$ cat src/motion_event_pkg.sv
// constants shared by the motion event interrupt unit and its compare stage
package motion_event_pkg;

	// ----------------------------------------------------------------
	// register port geometry
	// ----------------------------------------------------------------
	localparam int ADDR_W = 7;
	localparam int DATA_W = 32;
	localparam int EVENT_COUNT = 8;

	// ----------------------------------------------------------------
	// register offsets and reset values
	// ----------------------------------------------------------------
	localparam logic [ADDR_W-1:0] EVENT_ENABLE_ADDR = 7'h61;
	localparam logic [ADDR_W-1:0] EVENT_PENDING_ADDR = 7'h62;
	localparam logic [EVENT_COUNT-1:0] EVENT_ENABLE_RESET = 8'h00;
	localparam logic [EVENT_COUNT-1:0] EVENT_PENDING_RESET = 8'h00;
	localparam logic [DATA_W-1:0] READ_DATA_RESET = 32'h0000_0000;

	// ----------------------------------------------------------------
	// bit positions inside both event registers
	// ----------------------------------------------------------------
	localparam int EV_TARGET = 0;
	localparam int EV_DEVIATION = 1;
	localparam int EV_INDEX = 2;
	localparam int EV_STOP = 3;
	localparam int EV_DRIVER = 4;
	localparam int EV_REF_LEFT = 5;
	localparam int EV_REF_RIGHT = 6;
	localparam int EV_COMPARE = 7;

	// ----------------------------------------------------------------
	// driver status readback fields
	// ----------------------------------------------------------------
	localparam int DRV_STATUS_W = 3;
	localparam int DRV_ERROR_BIT = 0;

endpackage

$ cat src/compare_link_if.sv
// link between the event collector and the position compare stage
`timescale 1ns/1ps
interface compare_link_if #(
	parameter int POS_W = 32
);
	logic [POS_W-1:0] position; // selected position, two's complement
	logic [POS_W-1:0] compare_value;
	logic compare_wr; // one-cycle write of a new compare position
	logic out_level; // level of the compare output
	logic change; // one-cycle pulse on every output toggle

	modport ctl (
		output position,
		output compare_value,
		output compare_wr,
		input out_level,
		input change
	);

	modport unit (
		input position,
		input compare_value,
		input compare_wr,
		output out_level,
		output change
	);
endinterface

$ cat src/motion_event_interrupt_unit.sv
// motion event interrupt unit: latched event flags, enables and interrupt output
`timescale 1ns/1ps
module motion_event_interrupt_unit
	import motion_event_pkg::*;
#(
	parameter int POS_W = 32
) (
	// clock and reset
	input wire logic clock_i,
	input wire logic resetn_i,
	// register port from the serial interface
	input wire logic reg_wr_i,
	input wire logic reg_rd_i,
	input wire logic [ADDR_W-1:0] reg_addr_i,
	input wire logic [DATA_W-1:0] reg_wdata_i,
	output logic [DATA_W-1:0] reg_rdata_o,
	// event sources, all on the system clock
	input wire logic target_reached_i,
	input wire logic [POS_W-1:0] pid_error_i,
	input wire logic [POS_W-1:0] pid_tolerance_i,
	input wire logic index_event_i,
	input wire logic stop_event_i,
	input wire logic [DRV_STATUS_W-1:0] driver_status_i,
	input wire logic ref_left_i,
	input wire logic ref_right_i,
	// position compare inputs
	input wire logic [POS_W-1:0] x_actual_i,
	input wire logic [POS_W-1:0] enc_x_i,
	input wire logic enc_select_i,
	input wire logic [POS_W-1:0] compare_value_i,
	input wire logic compare_wr_i,
	// outputs
	output logic position_compare_out_o,
	output logic int_n_o
);

	typedef struct packed {
		logic [EVENT_COUNT-1:0] enable;
		logic [EVENT_COUNT-1:0] pending;
		logic target_prev;
		logic deviation_prev;
		logic driver_prev;
		logic ref_left_prev;
		logic ref_right_prev;
		logic [DATA_W-1:0] rdata;
		logic irq_n;
	} event_state_s;

	localparam event_state_s STATE_RESET = '{
		enable: EVENT_ENABLE_RESET,
		pending: EVENT_PENDING_RESET,
		target_prev: 1'b0,
		deviation_prev: 1'b0,
		driver_prev: 1'b0,
		ref_left_prev: 1'b0,
		ref_right_prev: 1'b0,
		rdata: READ_DATA_RESET,
		irq_n: 1'b1
	};

	event_state_s state_reg;
	event_state_s state_next;
	logic [EVENT_COUNT-1:0] event_hit;
	logic [EVENT_COUNT-1:0] clear_mask;
	logic deviation_now;

	compare_link_if #(.POS_W(POS_W)) link ();

	// magnitude of a two's complement value; the most negative value stays
	// as its own bit pattern, which is still the largest magnitude
	function automatic logic [POS_W-1:0] magnitude(input logic [POS_W-1:0] v);
		magnitude = v[POS_W-1] ? (~v + {{(POS_W-1){1'b0}}, 1'b1}) : v;
	endfunction

	// ----------------------------------------------------------------
	// position compare stage
	// ----------------------------------------------------------------
	// encoder or ramp position feeds the comparator
	assign link.position = enc_select_i ? enc_x_i : x_actual_i;
	assign link.compare_value = compare_value_i;
	assign link.compare_wr = compare_wr_i;

	position_compare_unit #(.POS_W(POS_W)) u_compare (
		.clock_i(clock_i),
		.resetn_i(resetn_i),
		.link(link)
	);

	// ----------------------------------------------------------------
	// event detection
	// ----------------------------------------------------------------
	// level sources count on their rising edge so a held level flags once
	assign deviation_now = magnitude(pid_error_i) > pid_tolerance_i;

	always_comb begin
		event_hit = '0;
		event_hit[EV_TARGET] = target_reached_i && !state_reg.target_prev;
		event_hit[EV_DEVIATION] = deviation_now && !state_reg.deviation_prev;
		event_hit[EV_INDEX] = index_event_i;
		event_hit[EV_STOP] = stop_event_i;
		event_hit[EV_DRIVER] = driver_status_i[DRV_ERROR_BIT] && !state_reg.driver_prev;
		event_hit[EV_REF_LEFT] = ref_left_i && !state_reg.ref_left_prev;
		event_hit[EV_REF_RIGHT] = ref_right_i && !state_reg.ref_right_prev;
		event_hit[EV_COMPARE] = link.change;
	end

	// ----------------------------------------------------------------
	// register port and flag update
	// ----------------------------------------------------------------
	always_comb begin
		state_next = state_reg;
		clear_mask = '0;
		state_next.target_prev = target_reached_i;
		state_next.deviation_prev = deviation_now;
		state_next.driver_prev = driver_status_i[DRV_ERROR_BIT];
		state_next.ref_left_prev = ref_left_i;
		state_next.ref_right_prev = ref_right_i;
		// writes: enable is write-only, pending is write-one-to-clear
		if (reg_wr_i && (reg_addr_i == EVENT_ENABLE_ADDR)) begin
			state_next.enable = reg_wdata_i[EVENT_COUNT-1:0];
		end else if (reg_wr_i && (reg_addr_i == EVENT_PENDING_ADDR)) begin
			clear_mask = reg_wdata_i[EVENT_COUNT-1:0];
		end
		// reads: only pending is readable, anything else reads zero
		if (reg_rd_i && (reg_addr_i == EVENT_PENDING_ADDR)) begin
			state_next.rdata = {{(DATA_W-EVENT_COUNT){1'b0}}, state_reg.pending};
		end else if (reg_rd_i) begin
			state_next.rdata = '0;
		end
		// a new event beats a clear in the same cycle so it is never lost
		state_next.pending = (state_reg.pending & ~clear_mask) |
			(event_hit & state_reg.enable);
		state_next.irq_n = ~|state_next.pending;
	end

	// state register
	always_ff @(posedge clock_i or negedge resetn_i) begin
		if (!resetn_i) begin
			state_reg <= STATE_RESET;
		end else begin
			state_reg <= state_next;
		end
	end

	assign reg_rdata_o = state_reg.rdata;
	assign int_n_o = state_reg.irq_n;
	assign position_compare_out_o = link.out_level;

	// ----------------------------------------------------------------
	// parameter checks
	// ----------------------------------------------------------------
	// the magnitude and signed compare need a sign bit plus one value bit
	generate
		if (POS_W < 2) begin : g_width_check
			$error("position width too small");
		end
	endgenerate
endmodule

$ cat src/position_compare_unit.sv
// position compare stage: drives the compare output and its change pulse
`timescale 1ns/1ps
module position_compare_unit
	import motion_event_pkg::*;
#(
	parameter int POS_W = 32
) (
	// clock and reset
	input wire logic clock_i,
	input wire logic resetn_i,
	// link to the event collector
	compare_link_if.unit link
);

	typedef struct packed {
		logic [POS_W-1:0] cmp; // compare position in use
		logic above; // last result of position > compare
		logic primed; // first result after reset taken
		logic level;
		logic change;
	} cmp_state_s;

	cmp_state_s state_reg;
	cmp_state_s state_next;
	logic above_now;

	// ----------------------------------------------------------------
	// compare and toggle
	// ----------------------------------------------------------------
	// one greater-than test serves both directions: moving right it turns
	// true at compare+1, moving left it turns false exactly at the match
	always_comb begin
		state_next = state_reg;
		state_next.change = 1'b0;
		if (link.compare_wr) begin
			state_next.cmp = link.compare_value;
		end
		above_now = $signed(link.position) > $signed(state_next.cmp);
		state_next.above = above_now;
		state_next.primed = 1'b1;
		// a new compare value toggles too when it flips the result
		if (state_reg.primed && (above_now != state_reg.above)) begin
			state_next.level = ~state_reg.level;
			state_next.change = 1'b1;
		end
	end

	// state register
	always_ff @(posedge clock_i or negedge resetn_i) begin
		if (!resetn_i) begin
			state_reg <= '0;
		end else begin
			state_reg <= state_next;
		end
	end

	assign link.out_level = state_reg.level;
	assign link.change = state_reg.change;

	generate
		if (POS_W < 2) begin : g_width_check
			$error("position width too small");
		end
	endgenerate
endmodule

$ cat config.mk
export PLATFORM = sky130hd
export DESIGN_NAME = motion_event_interrupt_unit
export DESIGN_NICKNAME = d
export VERILOG_FILES = /design/src/motion_event_pkg.sv /design/src/compare_link_if.sv /design/src/motion_event_interrupt_unit.sv /design/src/position_compare_unit.sv
export SDC_FILE = /design/constraint.sdc
export NUM_CORES = 1
export LEC_CHECK = 0
export ABC_AREA = 1
export BUFFER_PORTS_ARGS = -buffer_cell sky130_fd_sc_hd__buf_2
export CAP_MARGIN = 10
export CELL_PAD_IN_SITES_DETAIL_PLACEMENT = 2
export CELL_PAD_IN_SITES_GLOBAL_PLACEMENT = 2
export CORE_UTILIZATION = 26
export CTS_CLUSTER_SIZE = 24
export DETAILED_ROUTE_END_ITERATION = 6
export GPL_ROUTABILITY_DRIVEN = 0
export PLACE_DENSITY = 0.87
export SLEW_MARGIN = 20
export SYNTH_ARGS = -nofsm -noshare
export SYNTH_HDL_FRONTEND = slang
export SYNTH_HIERARCHICAL = 1
export SYNTH_SLANG_ARGS = --single-unit
$ cat constraint.sdc
create_clock -name clock_i -period 2.35 [get_ports clock_i]
set_clock_uncertainty 0.15 [all_clocks]
set_input_delay 0.3525 -clock clock_i [delete_from_list [all_inputs] [get_ports clock_i]]
set_output_delay 0.3525 -clock clock_i [all_outputs]
set_load 0.02 [all_outputs]
==> flow_summary.toml <==
[timing]
setup_repair_after_global_routing_missed_its_margin = "true"
timing_max_transition_violations_final = 0
report.final.setup_viol = 5
report.final.hold_viol_count = 0
maxClockFrequency_ghz = 0.3543
timing.final.ws_setup_ns = -0.4726
timing.final.crit_share = 1.201
finalWorstPathRequiredPeriod_ns = 2.823

[run_status]
status = "complete, but fails checks"
violations = "setup timing"

[finish]
finalNonFillerCells = 1368
layout.cells.most_common = "buf_2"
largest_register_ff_count = 34
fill_cell_instance_count_of_the_final_layout = 2492
syn2layout_area_growth_pct = 51.00
layout.nets = 1357
post_route_cells_drive_above_1_share = 0.4244
sequential_cell_area_mm2 = 0.001653
top_library_cells_by_usage_in_the_layout_fill_and_taps_aside = "192 x buf_2, 157 x inv_1, 139 x nand2_1, 95 x buf_4, 65 x dfrtp_1"
multi_input_comb_area_mm2 = 0.003794

[critical_path]
cells_along_the_critical_path = "buf_2 > nor2_1 > nand2_1 > nor4_2 > buf_4 > nand3_1 > xor2_1 > a21oi_1 > ha_1 > nand2_1 > nor2_1 > nor2_1 > nand3_1 > a21oi_2 > nand2_1 > nand3_1 > nand2_1 > nor2_1"
slowest_delay_ns = 0.27
cpMaxStageDelayCell = "nor4_2"
cp.arrival_ns = 2.94
worst_ep_required_time_ns = 2.47
critPathMaxFanout = 3
cp-start-kind = "input pin"
timing_worst_setup_path_type = "input pin to flip-flop"
worst_setup_path_end_kind = "flip-flop"
worst_r2r_path_depth = 18

[cts]
clock_path_buffers = 2
clock_latency_ns = 0.35
numCtsBuffers = 9
cts.htree.levels = 3
cts.root.buffer_cell = "clkbuf_16"
tritoncts_clock_tree = "built"
tritoncts_sink_count = 66
clkSlewWorstSetupHoldPaths_ns = 0.06

[drt]
vias = 6558
ant_nets = 0
drt_wl_total_mm = 28.67
drc_errors = 0
viasPerCell = 4.794
routedWlPerCell_um = 20.95
detailedRoute.firstPassIterationCount = 4
initialDrtViolationCount = 180

[floorplan]
ioPinCount = 247
dieArea_mm2 = 0.02305
std_cell_rows = 54
floorplan.initialDensity = 0.2666
die_height_um = 151.8
dieWidth_um = 151.8
core-area_mm2 = 0.02189

[synth]
synth_area_leader_cell = "dfrtp_1"
postSynthAreaPerCell_um2 = 7.417
synthesis.yosys.warnings = 6
cell_count_after_synthesis = 787
yosys.cell_types.count = 40
synth.top_cells.by_area = "dfrtp_1 28%, ha_1 14%, inv_1 10%"
ys_ff_latch = 66
synth_flop_cell = "dfrtp_1"
postSynth.asyncResetShare = 1.000
synth.yosys.seq_area_share = 0.2832
synth_edf_count = 0
mappedNetlistArea_mm2 = 0.005837
post-synth-top-area-fraction = 0.2787

[pwr]
worst_ir_drop_vdd_mv = 0.3461
power_mw = 4.391
power_leakage_nw = 4.724
power.density_cell_area_mw_per_mm2 = 498.3

[place]
portBuffers = 196
hpwl_mm = 18.53
dpl.cell_count = 1324

[global_route]
antenna_found_initial = 4
groute.usage.overall = 0.2122
maximum_number_of_pins_on_one_net_before_global_route_repair = 67
grt_pass1_wl_mm = 38.34
grt_pass1_vias = 7307
grt-ovfl-total = 0

[run]
maxCapViolations = 0

[min_path]
worstHoldPathCells = 1
worstHoldPathType = "input pin to flip-flop"
layer usage:
layer | wire length (um) | global-route usage | up-vias
met1 | 10140 | 0.2155 | 3226
met4 | 1595 | 0.1024 | 0
met3 | 933 | 0.03109 | 98
met5 | 0 | 0 | -
li1 | - | - | 3004
met2 | 16000 | 0.4177 | 230
final timing paths:
kind / start / slack (ns) / endpoint
setup / recovery: pid_error_i[17] / -0.47 / int_n_o
hold reg to reg: u_compare/state_reg[10] / 0.34 / u_compare/state_reg[10]
max in group asynchronous: resetn_i / 1.29 / int_n_o
setup reg to reg: u_compare/state_reg[4] / -0.13 / u_compare/link.out_level
min in group asynchronous: resetn_i / 0.41 / reg_rdata_o[4]
hold / removal: ref_right_i / 0.02 / state_reg[33]
metrics by stage:
stage | setup WS [ns] | cell area (um^2) | util | hold WS, ns | TNS [ns]
6_report | -0.4726 | 8813 | 0.4026 | 0.02270 | -1.510
5_1_grt | -0.6521 | 8813 | 0.4026 | 0.01242 | -2.157
4_1_cts | -0.2400 | 8384 | 0.3830 | 0.003987 | -0.5880
3_5_place_dp | -0.7032 | 7724 | 0.3528 | 0.2605 | -3.100
3_3_place_gp | -0.5699 | 7724 | 0.3528 | 0.2575 | -2.157
2_1_floorplan | -0.1251 | 6027 | - | -0.09309 | -0.3249
cell type report:
class                   count  share of cell area
multi-input cells         525              0.4304
inverters                 169             0.07496
clock inverters             4            0.005679
diodes                      4            0.001136
well taps                 280             0.03975
repair buffers            308              0.2314
clock buffers              12             0.02910
flip-flops and latches     66              0.1875
worst max-delay path: cells and delay by family:
kind | cells | cell delay [ns]
simple gates | 12 | 1.48
compound gates | 2 | 0.38
buf+inv | 2 | 0.30
fa+ha+maj | 1 | 0.27
xor+xnor | 1 | 0.16
synthesized netlist by cell type, types with 4 or more instances:
cell,n
o22ai_1,8
dfrtp_1,65
nand4_1,13
nor3_1,6
mux2_1,6
xor2_1,18
nor2_1,48
clkbuf_1,14
buf_4,32
nor2_2,8
o21ai_1,4
nand3_1,14
nand2_2,5
xnor2_1,8
nand2_1,156
buf_2,4
mux2_2,30
nand3_2,4
o21ai_0,43
ha_1,65
inv_1,163
inv_2,5
a21oi_1,36
cell families (layout without fill, tap and decap cells):
| family | count (synthesis) | count (layout) | synth area share |
|---|---|---|---|
| mux | 36 | 36 | 0.06945 |
| buf+inv | 219 | 493 | 0.1623 |
| fa+ha+maj | 65 | 65 | 0.1393 |
| other cells | 2 | 29 | 0.001287 |
| compound gates | 106 | 106 | 0.1005 |
| simple gates | 267 | 267 | 0.2049 |
| xor+xnor | 26 | 26 | 0.03901 |
| flops | 66 | 66 | 0.2832 |
report_power, final:
part           leakage (nW)  internal [mW]  switching [mW]
sequential            0.764           1.25          0.0705
combinational          3.81          0.716           0.942
clock                 0.145          0.878           0.534
timing repair:
item | in CTS | in global routing
endpoints found under the hold margin | 68 | 0
setup endpoints to repair | 5 | 5
gates cloned | 2 | 2
hold buffers | 4 | 0
resized for setup | 58 | 82
setup buffers | 8 | 8
pin swaps | 13 | 30
No activity file was read; power rests on OpenSTA's default activity.
